<file path="src/verilog/cic_pkg.sv">
/*
  constants for the command and interrupt control register block.
  assumes a single 25 MHz clock and a byte-wide register port.
// How it works
// - offset 00h reserved, reads zero
// - operation control at 01h, resets 20h
// - receiver_off bit powers down receiver analog
// - writing soft_sleep one enters power-down
// - clearing soft_sleep wakes; reads one until ready
// - soft_sleep set ignored during soft reinit
// - opcode write launches; read shows running opcode
// - main enable at 02h, resets 80h, all RW
// - polarity invert bit inverts interrupt pin
// - main flags gated by enables bits 6..0
// - invert one plus open-drain gives three-state
// - secondary enable at 03h, resets 00h
// - output type bit selects push-pull or open-drain
// - bit 4 gates card input active request
// - bit 2 gates checksum done request
// - main request at 04h, resets 14h
// - write sets or clears marked flags by selector
// - transmit flag on last bit sent
// - receive flag on valid end, no-error option
// - idle flag on termination or unknown opcode
*/
package cic_pkg;
  localparam logic [5:0] ADDR_RSVD     = 6'h00;
  localparam logic [5:0] ADDR_OPCTRL   = 6'h01;
  localparam logic [5:0] ADDR_MAIN_EN  = 6'h02;
  localparam logic [5:0] ADDR_SEC_EN   = 6'h03;
  localparam logic [5:0] ADDR_MAIN_REQ = 6'h04;
  localparam logic [7:0] RST_OPCTRL    = 8'h20;
  localparam logic [7:0] RST_MAIN_EN   = 8'h80;
  localparam logic [7:0] RST_SEC_EN    = 8'h00;
  localparam logic [6:0] RST_MAIN_REQ  = 7'h14;
  localparam logic [7:0] SEC_EN_MASK   = 8'h94;
  localparam int BIT_RCV_OFF  = 5;
  localparam int BIT_SLEEP    = 4;
  localparam int BIT_INVERT   = 7;
  localparam int BIT_PUSHPULL = 7;
  localparam int BIT_SETSEL   = 7;
  localparam int BIT_CARD_EN  = 4;
  localparam int BIT_CRC_EN   = 2;
  localparam int BIT_TX_FLAG  = 6;
  localparam int BIT_RX_FLAG  = 5;
  localparam int BIT_IDLE_FLAG = 4;
  localparam int BIT_HIGH_FLAG  = 3;
  localparam int BIT_LOW_FLAG   = 2;
  localparam int BIT_FAULT_FLAG = 1;
  localparam int BIT_TIMER_FLAG = 0;
  localparam logic [3:0] OP_IDLE      = 4'h0;
  localparam logic [3:0] OP_REINIT    = 4'hf;
  // opcodes accepted as known; others fall back to idle
  localparam logic [15:0] OP_KNOWN    = 16'hb3ff;
  localparam int WAKE_NS = 1000;
  localparam int CLK_NS  = 40;
  localparam int WAKE_CYC = (WAKE_NS + CLK_NS - 1) / CLK_NS;
  localparam int REINIT_CYC = 8;
  typedef enum logic [1:0] {PwrAwake, PwrSleep, PwrWaking} cic_pwr_type;
endpackage

</file>
<file path="src/verilog/cic_regs.sv">
/*
  command register and interrupt enable/request registers with pin drive.
  assumes host port strobes are one cycle and never both at once.
*/
// Chosen here: the address-and-strobe port.
`timescale 1ns/100ps
module cic_regs
  import cic_pkg::*;
#(
  parameter int WAKE_CYCLES   = WAKE_CYC,
  parameter int REINIT_CYCLES = REINIT_CYC
) (
  // clock and reset
  input  wire logic       sys_clk,
  input  wire logic       rst,
  // host register port
  input  wire logic [5:0] regAddr,
  input  wire logic [7:0] regWrData,
  input  wire logic       regWr,
  input  wire logic       regRd,
  output logic      [7:0] regRdData,
  // events from the rest of the front end
  input  wire logic       txLastBitSent,
  input  wire logic       rxValidEnd,
  input  wire logic       rxFifoHasData,
  input  wire logic       noErrorReceiveOption,
  input  wire logic       opDone,
  input  wire logic       highLevelEvent,
  input  wire logic       lowLevelEvent,
  input  wire logic       faultEvent,
  input  wire logic       countdownEvent,
  input  wire logic       cardInputActiveFlag,
  input  wire logic       checksumDoneFlag,
  // controls to the rest of the front end
  output logic            receiverOff,
  output logic            softSleep,
  output logic      [3:0] runningOp,
  output logic            opLaunch,
  // interrupt pin
  output logic            irqOut,
  output logic            irqOe
);

  localparam int WCW = $clog2(WAKE_CYCLES + 1) + 1;
  localparam int RCW = $clog2(REINIT_CYCLES + 1) + 1;

  typedef struct packed {
    logic              receiver_off;
    logic              sleepReq;
    logic              asleep;
    cic_pwr_type       pwr;
    logic [WCW-1:0]    wakeCnt;
    logic [3:0]        op;
    logic [RCW-1:0]    reinitCnt;
    logic              launch;
    logic [7:0]        mainEn;
    logic [7:0]        secEn;
    logic [6:0]        req;
    logic              combined;
    logic [7:0]        rdData;
    logic              pin;
    logic              oe;
  } cic_state_type;

  cic_state_type st_ff, nxt_st;

  function automatic logic opKnown(input logic [3:0] code);
    opKnown = OP_KNOWN[code];
  endfunction

  logic [7:0] opRead;
  logic       secAny;
  logic       irqNow;

  always_comb begin
    nxt_st = st_ff;
    nxt_st.launch = 1'b0;
    // wake sequence
    case (st_ff.pwr)
      PwrAwake: begin
      end
      PwrSleep: begin
        if (!st_ff.sleepReq) begin
          nxt_st.pwr = PwrWaking;
          nxt_st.wakeCnt = WCW'(WAKE_CYCLES);
        end
      end
      PwrWaking: begin
        if (st_ff.wakeCnt <= WCW'(1)) begin
          nxt_st.pwr = PwrAwake;
          nxt_st.wakeCnt = '0;
        end else begin
          nxt_st.wakeCnt = st_ff.wakeCnt - WCW'(1);
        end
      end
      default: nxt_st.pwr = PwrAwake;
    endcase
    // soft reinit runs for a fixed time then returns to idle
    if (st_ff.op == OP_REINIT) begin
      if (st_ff.reinitCnt <= RCW'(1)) begin
        nxt_st.op = OP_IDLE;
        nxt_st.reinitCnt = '0;
      end else begin
        nxt_st.reinitCnt = st_ff.reinitCnt - RCW'(1);
      end
    end else if (opDone && st_ff.op != OP_IDLE) begin
      nxt_st.op = OP_IDLE;
    end
    // register writes
    if (regWr) begin
      case (regAddr)
        ADDR_OPCTRL: begin
          nxt_st.receiver_off = regWrData[BIT_RCV_OFF];
          if (regWrData[BIT_SLEEP]) begin
            if (st_ff.op != OP_REINIT) begin
              nxt_st.sleepReq = 1'b1;
              nxt_st.pwr = PwrSleep;
            end
          end else begin
            nxt_st.sleepReq = 1'b0;
          end
          if (opKnown(regWrData[3:0])) begin
            nxt_st.op = regWrData[3:0];
            nxt_st.launch = 1'b1;
            nxt_st.reinitCnt = RCW'(REINIT_CYCLES);
          end else begin
            nxt_st.op = OP_IDLE;
            nxt_st.req[BIT_IDLE_FLAG] = 1'b1;
          end
        end
        ADDR_MAIN_EN: nxt_st.mainEn = regWrData;
        ADDR_SEC_EN: nxt_st.secEn = regWrData & SEC_EN_MASK;
        ADDR_MAIN_REQ: begin
          if (regWrData[BIT_SETSEL]) nxt_st.req = st_ff.req | regWrData[6:0];
          else nxt_st.req = st_ff.req & ~regWrData[6:0];
        end
        default: begin
        end
      endcase
    end
    // events after the write so a set beats a same-cycle clear
    if (txLastBitSent) nxt_st.req[BIT_TX_FLAG] = 1'b1;
    if (rxValidEnd && (!noErrorReceiveOption || rxFifoHasData)) nxt_st.req[BIT_RX_FLAG] = 1'b1;
    if (st_ff.op != OP_IDLE && nxt_st.op == OP_IDLE) nxt_st.req[BIT_IDLE_FLAG] = 1'b1;
    if (highLevelEvent) nxt_st.req[BIT_HIGH_FLAG] = 1'b1;
    if (lowLevelEvent)  nxt_st.req[BIT_LOW_FLAG] = 1'b1;
    if (faultEvent)     nxt_st.req[BIT_FAULT_FLAG] = 1'b1;
    if (countdownEvent) nxt_st.req[BIT_TIMER_FLAG] = 1'b1;
    // registered so the sleep output comes straight from a flop
    nxt_st.asleep = (nxt_st.pwr != PwrAwake);
    // combined flag and pin
    secAny = (st_ff.secEn[BIT_CARD_EN] & cardInputActiveFlag)
           | (st_ff.secEn[BIT_CRC_EN] & checksumDoneFlag);
    irqNow = (|(st_ff.req & st_ff.mainEn[6:0])) | secAny;
    nxt_st.combined = irqNow;
    nxt_st.pin = irqNow ^ st_ff.mainEn[BIT_INVERT];
    // open-drain only pulls low; push-pull always drives
    nxt_st.oe = st_ff.secEn[BIT_PUSHPULL] | ~(irqNow ^ st_ff.mainEn[BIT_INVERT]);
    // read data, one cycle later
    opRead = {2'b00, st_ff.receiver_off, (st_ff.pwr != PwrAwake), st_ff.op};
    nxt_st.rdData = 8'h00;
    if (regRd) begin
      case (regAddr)
        ADDR_RSVD:     nxt_st.rdData = 8'h00;
        ADDR_OPCTRL:   nxt_st.rdData = opRead;
        ADDR_MAIN_EN:  nxt_st.rdData = st_ff.mainEn;
        ADDR_SEC_EN:   nxt_st.rdData = st_ff.secEn;
        ADDR_MAIN_REQ: nxt_st.rdData = {1'b0, st_ff.req};
        default:       nxt_st.rdData = 8'h00;
      endcase
    end
  end

  always_ff @(posedge sys_clk) begin
    if (rst) begin
      st_ff <= '0;
      st_ff.receiver_off <= RST_OPCTRL[BIT_RCV_OFF];
      st_ff.pwr <= PwrAwake;
      st_ff.op <= OP_IDLE;
      st_ff.mainEn <= RST_MAIN_EN;
      st_ff.secEn <= RST_SEC_EN;
      st_ff.req <= RST_MAIN_REQ;
      st_ff.pin <= 1'b1;
      st_ff.oe <= 1'b0;
    end else begin
      st_ff <= nxt_st;
    end
  end

  assign regRdData   = st_ff.rdData;
  assign receiverOff = st_ff.receiver_off;
  assign softSleep   = st_ff.asleep;
  assign runningOp   = st_ff.op;
  assign opLaunch    = st_ff.launch;
  assign irqOut      = st_ff.pin;
  assign irqOe       = st_ff.oe;

  // assertions
  AST_RSVD_READ: assert property (@(posedge sys_clk) disable iff (rst)
    regRd && regAddr == ADDR_RSVD |=> regRdData == 8'h00) else $error("reserved slot read nonzero");
  AST_RCV_OFF: assert property (@(posedge sys_clk) disable iff (rst)
    regWr && regAddr == ADDR_OPCTRL |=> receiverOff == $past(regWrData[BIT_RCV_OFF]))
    else $error("receiver off not taken");
  AST_SLEEP_ENTER: assert property (@(posedge sys_clk) disable iff (rst)
    regWr && regAddr == ADDR_OPCTRL && regWrData[BIT_SLEEP] && runningOp != OP_REINIT |=> softSleep)
    else $error("sleep not entered");
  AST_REINIT_BLOCK: assert property (@(posedge sys_clk) disable iff (rst)
    !softSleep && regWr && regAddr == ADDR_OPCTRL && regWrData[BIT_SLEEP] && runningOp == OP_REINIT |=> !softSleep)
    else $error("sleep set during reinit");
  AST_WAKE_HOLD: assert property (@(posedge sys_clk) disable iff (rst)
    $fell(st_ff.sleepReq) |-> softSleep [*2]) else $error("woke too early");
  AST_REQ_CLEAR: assert property (@(posedge sys_clk) disable iff (rst)
    regWr && regAddr == ADDR_MAIN_REQ && !regWrData[BIT_SETSEL] && regWrData[0] && !countdownEvent
    |=> !st_ff.req[0]) else $error("flag not cleared");
  AST_TX_FLAG: assert property (@(posedge sys_clk) disable iff (rst)
    txLastBitSent |=> st_ff.req[BIT_TX_FLAG]) else $error("tx flag missing");
  AST_PIN_POL: assert property (@(posedge sys_clk) disable iff (rst)
    1'b1 |-> irqOut == (st_ff.combined ^ $past(st_ff.mainEn[BIT_INVERT]))) else $error("pin polarity wrong");
  AST_COMBINED: assert property (@(posedge sys_clk) disable iff (rst)
    1'b1 |=> st_ff.combined == ((|($past(st_ff.req) & $past(st_ff.mainEn[6:0])))
      | ($past(st_ff.secEn[BIT_CARD_EN]) & $past(cardInputActiveFlag))
      | ($past(st_ff.secEn[BIT_CRC_EN]) & $past(checksumDoneFlag)))) else $error("combined flag wrong");
  AST_OPEN_DRAIN: assert property (@(posedge sys_clk) disable iff (rst)
    !st_ff.secEn[BIT_PUSHPULL] |=> irqOe == !irqOut) else $error("open-drain drives high");
  AST_MAIN_EN_WR: assert property (@(posedge sys_clk) disable iff (rst)
    regWr && regAddr == ADDR_MAIN_EN |=> st_ff.mainEn == $past(regWrData)) else $error("main enable not written");
  AST_SEC_EN_WR: assert property (@(posedge sys_clk) disable iff (rst)
    regWr && regAddr == ADDR_SEC_EN |=> st_ff.secEn == ($past(regWrData) & SEC_EN_MASK))
    else $error("secondary enable wrong");
  AST_RD_QUIET: assert property (@(posedge sys_clk) disable iff (rst)
    !regRd |=> regRdData == 8'h00) else $error("read data without read");
  AST_REQ_READ: assert property (@(posedge sys_clk) disable iff (rst)
    regRd && regAddr == ADDR_MAIN_REQ |=> regRdData == {1'b0, $past(st_ff.req)}) else $error("request read wrong");
  AST_OP_READ: assert property (@(posedge sys_clk) disable iff (rst)
    regRd && regAddr == ADDR_OPCTRL |=> regRdData[3:0] == $past(runningOp) && regRdData[7:6] == 2'b00)
    else $error("opcode read wrong");
  AST_LAUNCH: assert property (@(posedge sys_clk) disable iff (rst)
    regWr && regAddr == ADDR_OPCTRL && opKnown(regWrData[3:0]) |=> opLaunch && runningOp == $past(regWrData[3:0]))
    else $error("opcode not launched");
  AST_RX_FLAG: assert property (@(posedge sys_clk) disable iff (rst)
    rxValidEnd && (!noErrorReceiveOption || rxFifoHasData) |=> st_ff.req[BIT_RX_FLAG]) else $error("rx flag missing");
  AST_REQ_SET: assert property (@(posedge sys_clk) disable iff (rst)
    regWr && regAddr == ADDR_MAIN_REQ && regWrData[BIT_SETSEL]
    |=> (st_ff.req & $past(regWrData[6:0])) == $past(regWrData[6:0])) else $error("flags not set");
  AST_UNKNOWN_OP: assert property (@(posedge sys_clk) disable iff (rst)
    regWr && regAddr == ADDR_OPCTRL && !opKnown(regWrData[3:0]) |=> runningOp == OP_IDLE && st_ff.req[BIT_IDLE_FLAG])
    else $error("unknown opcode not idled");
  AST_PUSHPULL: assert property (@(posedge sys_clk) disable iff (rst)
    st_ff.secEn[BIT_PUSHPULL] |=> irqOe) else $error("push-pull not driving");

  COV_SLEEP_WAKE: cover property (@(posedge sys_clk) disable iff (rst) softSleep ##[1:40] !softSleep);
  COV_IRQ: cover property (@(posedge sys_clk) disable iff (rst) st_ff.combined);
  COV_UNKNOWN: cover property (@(posedge sys_clk) disable iff (rst) $rose(st_ff.req[BIT_IDLE_FLAG]));
  COV_PUSHPULL: cover property (@(posedge sys_clk) disable iff (rst) st_ff.secEn[BIT_PUSHPULL] && irqOe && irqOut);
  COV_REINIT_BLOCK: cover property (@(posedge sys_clk) disable iff (rst)
    regWr && regAddr == ADDR_OPCTRL && regWrData[BIT_SLEEP] && runningOp == OP_REINIT);
endmodule

</file>
<file path="config.mk">
export PLATFORM = sky130hd
export DESIGN_NAME = cic_regs
export DESIGN_NICKNAME = d
export VERILOG_FILES = /design/src/verilog/cic_pkg.sv /design/src/verilog/cic_regs.sv
export SDC_FILE = /design/constraint.sdc
export NUM_CORES = 1
export LEC_CHECK = 0
export BUFFER_PORTS_ARGS = -buffer_cell sky130_fd_sc_hd__buf_2
export CAP_MARGIN = 20
export CORE_ASPECT_RATIO = 0.75
export CORE_MARGIN = 2
export CORE_UTILIZATION = 55
export CTS_CLUSTER_DIAMETER = 150
export DETAILED_ROUTE_END_ITERATION = 10
export HOLD_SLACK_MARGIN = 0.08
export PLACE_DENSITY = 0.79
export SKIP_LAST_GASP = 1
export SYNTH_ARGS = -nofsm -noshare
export SYNTH_HDL_FRONTEND = slang
export SYNTH_SLANG_ARGS = --single-unit
</file>
<file path="constraint.sdc">
create_clock -name sys_clk -period 3.6 [get_ports sys_clk]
set_clock_uncertainty 0.05 [all_clocks]
set_input_delay 0.18 -clock sys_clk [delete_from_list [all_inputs] [get_ports sys_clk]]
set_output_delay 0.18 -clock sys_clk [all_outputs]
set_load 0.03 [all_outputs]
</file>
# Word-level counts from Yosys, hierarchy flattened
# Memories as Yosys holds them, arrays and structs flattened.
# Index checks and enable logic that the tools add are counted.
[totals]
ff_bits = 49
elab_cells = 124
mem_count = 1
mem_bits_ro = 16
out_inout_bits = 17
[classes]
magnitude_cmp = 3
n_bitwise = 14
eq_ne = 11
addsub = 2
reduce_logical = 39
muxes = 34
[mem_list]
columns = ["name", "words", "width", "read_ports", "rd_clocked_by_memory_dff", "wr", "line_no", "text"]
rows = [
  ["(no name shown)", 16, 1, 1, 0, 0, "cic_regs.sv:68", "opKnown = OP_KNOWN[code];"],
]
[ops]
columns = ["cell", "count"]
rows = [
  ["$mux W33", 1],
  ["$pmux W8 S4", 1],
  ["$reduce_bool A2 Y1", 14],
  ["$mux W8", 3],
  ["$mux W4", 5],
  ["$reduce_and A2 Y1", 10],
  ["$and A7 B7 Y7", 2],
  ["$eq A6 B2 Y1 const B", 2],
  ["$mux W2", 6],
  ["$mux W6", 2],
  ["$pmux W6 S2", 1],
  ["$mux W10", 1],
  ["$mux W5", 2],
  ["$mux W1", 9],
  ["$mux W7", 1],
  ["$not A7 Y7", 1],
  ["$or A7 B7 Y7", 1],
  ["$reduce_or A7 Y1", 1],
  ["$eq A6 B1 Y1 const B", 1],
  ["$eq A6 B3 Y1 const B", 1],
  ["$le A6 B1 Y1 const B", 1],
  ["$pmux W2 S3", 1],
  ["$reduce_and A3 Y1", 2],
  ["$reduce_or A2 Y1", 3],
  ["22 further kinds", 31],
]

# Longest topological paths before layout
[depth]
depth_word = 9
mapped_depth = 8

# Least setup slack after synthesis
# No wires, ideal clock.
[synth_timing]
path_type = "flip-flop to flip-flop"
start = "register st_ff, in the netlist runningOp[2]"
end = "register st_ff[39] (netlist bit)"
setup_time_ns = 0.116
stages_incl_launch_ff = 6
t_required_ns = 3.434
setup_slack_ns = 2.028
t_arrival_ns = 1.407
n_path_buf = 0
path_cell_list = "dfxtp_1 > nand4_1 > or2_2 > nor3_1 > mux2i_1 > nor2_1"
[synth_between]
elab_chain_len = 5
[synth_rtl]
columns = ["element", "line_no", "text"]
rows = [
  ["start, declared", "cic_regs.sv:65", "cic_state_type st_ff, nxt_st;"],
  ["start signal, assigned", "cic_regs.sv:186", "st_ff <= nxt_st;"],
  ["$eq A4 B4 Y1 (*)", "cic_regs.sv:99", "if (st_ff.op == OP_REINIT) begin"],
  ["$mux W5 (*)", "cic_regs.sv:99", ""],
  ["$mux W6", "cic_regs.sv:122", "if (opKnown(regWrData[3:0])) begin"],
  ["$mux W10", "cic_regs.sv:111", "case (regAddr)"],
  ["$mux W33 (*)", "cic_regs.sv:110", "if (regWr) begin"],
]
# Mark *: on every way between the ends. The rest lies on a longest branch, timed or not. The select of a mux whose other input is x is not followed.
# A chain may end at the register's enable or synchronous reset.

# Worst setup path after layout
[layout_timing]
start = "input port regAddr[3]"
end = "register st_ff[30] (netlist bit)"
[layout_between]
elab_chain_len = 2
[layout_rtl]
columns = ["element", "line_no", "text"]
rows = [
  ["start, declared", "cic_regs.sv:17", "input wire logic [5:0] regAddr,"],
  ["$eq A6 B2 Y1", "cic_regs.sv:111", ""],
  ["$reduce_and A2 Y1 (no line)", "--", ""],
]
# No other way between the ends.

==> results.sh <==
export IMPL_status="finished, final reports clean"
export IMPL_tns_ps=0
export IMPL_h_tree_depth=2
export IMPL_rows=21
export IMPL_grt_pass1_vias=1908
export IMPL_wl_per_cell_microns=14.6
export IMPL_grt_usage=0.241
export IMPL_irDropWorstVdd_mv=0.252
export IMPL_diodes=0
export IMPL_max_freq_mhz=535
export IMPL_netlist_area_sq_um=2500
export IMPL_ant_nets=0
export IMPL_first_pass_iters=5
export IMPL_placedCellCount=386
export IMPL_die_area_sq_um=5100
export IMPL_drive_gt1_frac=0.178
export IMPL_rsz0062_at_grt="false"
export IMPL_grt_max_degree=33
export IMPL_crit_start="regAddr[3]"
export IMPL_yosysWarnings=0
export IMPL_crit_path_end_kind="register"
export IMPL_antenna_found_initial=0
export IMPL_syn_avg_cell_area_sq_um=8.14
export IMPL_clockBufferDepth=2
export IMPL_via_count=2294
export IMPL_place_area_sq_um=2650
export IMPL_core_area_sq_um=4410
export IMPL_io_buffers=45
export IMPL_fp_dieH_microns=62.4
export IMPL_powerDensity_nw_per_um2=359
export IMPL_drt_initial_drc_count=267
export IMPL_drc_errors=0
export IMPL_cts_sinks=49
export IMPL_multi_input_area_sq_um=1310
export IMPL_syn2layout_area_growth_pct=13.1
export IMPL_hp_start="rxValidEnd"
export IMPL_synthTopCellsByCount="49 x dfxtp_1, 35 x a21oi_1, 30 x nand2_1"
export IMPL_critPathKind="in -> reg"
export IMPL_cts_root_buf="clkbuf_8"
export IMPL_critical_path_required_ps=3710
export IMPL_synthArstFlopShare=0
export IMPL_grt_ovfl_total=0
export IMPL_drt_total_wl_microns=5850
export IMPL_yosysSeqAreaShare=0.393
export IMPL_synth_edff_count=0
export IMPL_yosys_top_cells_area="dfxtp_1 39%, a21oi_1 7.0%, mux2i_1 5.6%, nand3_1 4.6%, nand2_1 4.5%"
export IMPL_period_needed_ps=1870
export IMPL_synth_seq_cells=49
export IMPL_cts_hold_repair_buffers=7
export IMPL_hold_viol_final=0
export IMPL_post_cts_resized=0
export IMPL_instances_no_fill=400
export IMPL_seqCellArea_sq_um=981
export IMPL_fin_area_sq_um=2830
export IMPL_cap_violations=0
export IMPL_cp_arrival_ps=1980
export IMPL_synth_cell_types=50
export IMPL_finalSetupViolations=0
export IMPL_crit_fanout=15
export IMPL_r2r_start="runningOp[2]$_SDFF_PP0_"
export IMPL_yosysMostFrequentCell="dfxtp_1"
export IMPL_cts_made_buffers=5
export IMPL_cts_tree="yes"
export IMPL_grt_pass1_wl_microns=9470
export IMPL_syn_nets=340
export IMPL_clkLatencyLatePin_ps=310
export IMPL_synth_ff_type="dfxtp_1"
export IMPL_place_congestion=0.872
export IMPL_hp_class="in -> reg"
export IMPL_yosys_area_top_type="dfxtp_1"
export IMPL_fillerInstances=379
export IMPL_slew_violations=0
export IMPL_post_cts_buffers=0
export IMPL_clk_pin_slew_ps=90
export IMPL_io_pins=46
export IMPL_netlist_instances=307
export IMPL_layout_nets=376
export IMPL_die_w_microns=81.8
export IMPL_worst_slew_pin_slew_ps=599
export IMPL_maxSlewHeadroom=0.600
export IMPL_synth_top_area_frac=0.393
export IMPL_start_util=0.566
export IMPL_avgViaCountPerCell=5.74
export IMPL_min_period_over_period=0.519
export IMPL_leakagePower_nw=1.19
export IMPL_dp_hpwl_microns=4180
export IMPL_start_kind="primary input"
[report_power, final]
group          leakage, nW  internal, mW  switching [mW]
Combinational        0.741        0.0296          0.0444
Sequential           0.396         0.547         0.00467
Clock               0.0540         0.202           0.186
Total                 1.19         0.779           0.235
[stage by stage]
stage	setup slack [ps]	hold slack [ps]	power [mW]	utilization
finish	1730	85.8	1.01	0.640
floorplan	2030	209	0.599	-
global route	1610	88.7	1.05	0.640
CTS	1760	80.9	1.02	0.640
global placement	1490	310	0.630	0.601
detailed placement	1450	311	0.631	0.601
[kinds of logic (layout without fill, tap and decap cells)]
logic type | Yosys count | count (layout) | share of synthesized area
adder cells (fa/ha/maj) | 4 | 4 | 0.0200
AND/OR/NAND/NOR | 119 | 119 | 0.247
buffers and inverters | 41 | 77 | 0.0846
XOR/XNOR | 3 | 3 | 0.0105
multiplexers | 16 | 16 | 0.0651
AO/OA/AOI/OAI | 75 | 75 | 0.180
flip-flops | 49 | 49 | 0.393
[state kept, by name, summed over array words and instances (netlist names), named ones only]
| name | cells |
|---|---|
| regRdData | 8 |
| runningOp | 4 |
| opLaunch | 1 |
| softSleep | 1 |
| receiverOff | 1 |
| irqOe | 1 |
| irqOut | 1 |
| st_ff | 31 |
[cell type report]
class | instances | area share
multi-input cells | 217 | 0.462
flip-flops and latches | 49 | 0.347
repair buffers | 52 | 0.105
inverters | 18 | 0.0239
clock inverters | 2 | 0.0124
clock buffers | 5 | 0.0244
well taps | 57 | 0.0252
[path summary, 6_finish.rpt]
path / endpoint / slack (ps) / cells past startpoint
worst min register to register: regRdData[5]$_SDFF_PP0_ / 430 / 2
worst max-delay path: st_ff[30]$_SDFFE_PP0P_ / 1730 / 6
worst min-delay path: st_ff[16]$_SDFFE_PP0P_ / 90 / 3
worst max register to register: st_ff[39]$_SDFF_PP0_ / 1780 / 5
[worst max-delay path, cell delays in order]
cell	delay [ps]
buf_2	130
or4_4	570
nor3b_4	550
nand2_1	320
nand2_1	150
a21oi_1	80
[per-layer routing]
metal | global-route usage | up-vias | routed length [microns]
met5 | 0 | - | 0
met4 | 0.0729 | 0 | 97
met3 | 0.0448 | 16 | 465
met2 | 0.311 | 97 | 2400
met1 | 0.396 | 1036 | 2890
li1 | - | 1145 | -
[cells in the final DEF (no fill, tap or decap), types with 2 or more instances in the layout]
| cell type | instances |
|---|---|
| clkbuf_8 | 5 |
| nand4b_1 | 2 |
| mux2_2 | 2 |
| and3b_1 | 2 |
| a311oi_1 | 2 |
| dlygate4sd3_1 | 7 |
| nand2_1 | 30 |
| buf_2 | 45 |
| or4_1 | 2 |
| o21ai_0 | 12 |
| nor4_1 | 2 |
| xnor2_1 | 2 |
| nand3_1 | 23 |
| o211ai_1 | 4 |
| a22oi_1 | 8 |
| nand4_1 | 3 |
| inv_1 | 18 |
| nand2b_1 | 3 |
| nand3b_1 | 2 |
| nor3_1 | 9 |
| ha_1 | 4 |
| nor2_1 | 28 |
| o31ai_1 | 2 |
| o21a_1 | 3 |
| dfxtp_1 | 49 |
| a21oi_1 | 35 |
| mux2i_1 | 14 |
| nor3b_1 | 2 |
Note: power is estimated with default switching activity, not from simulation.
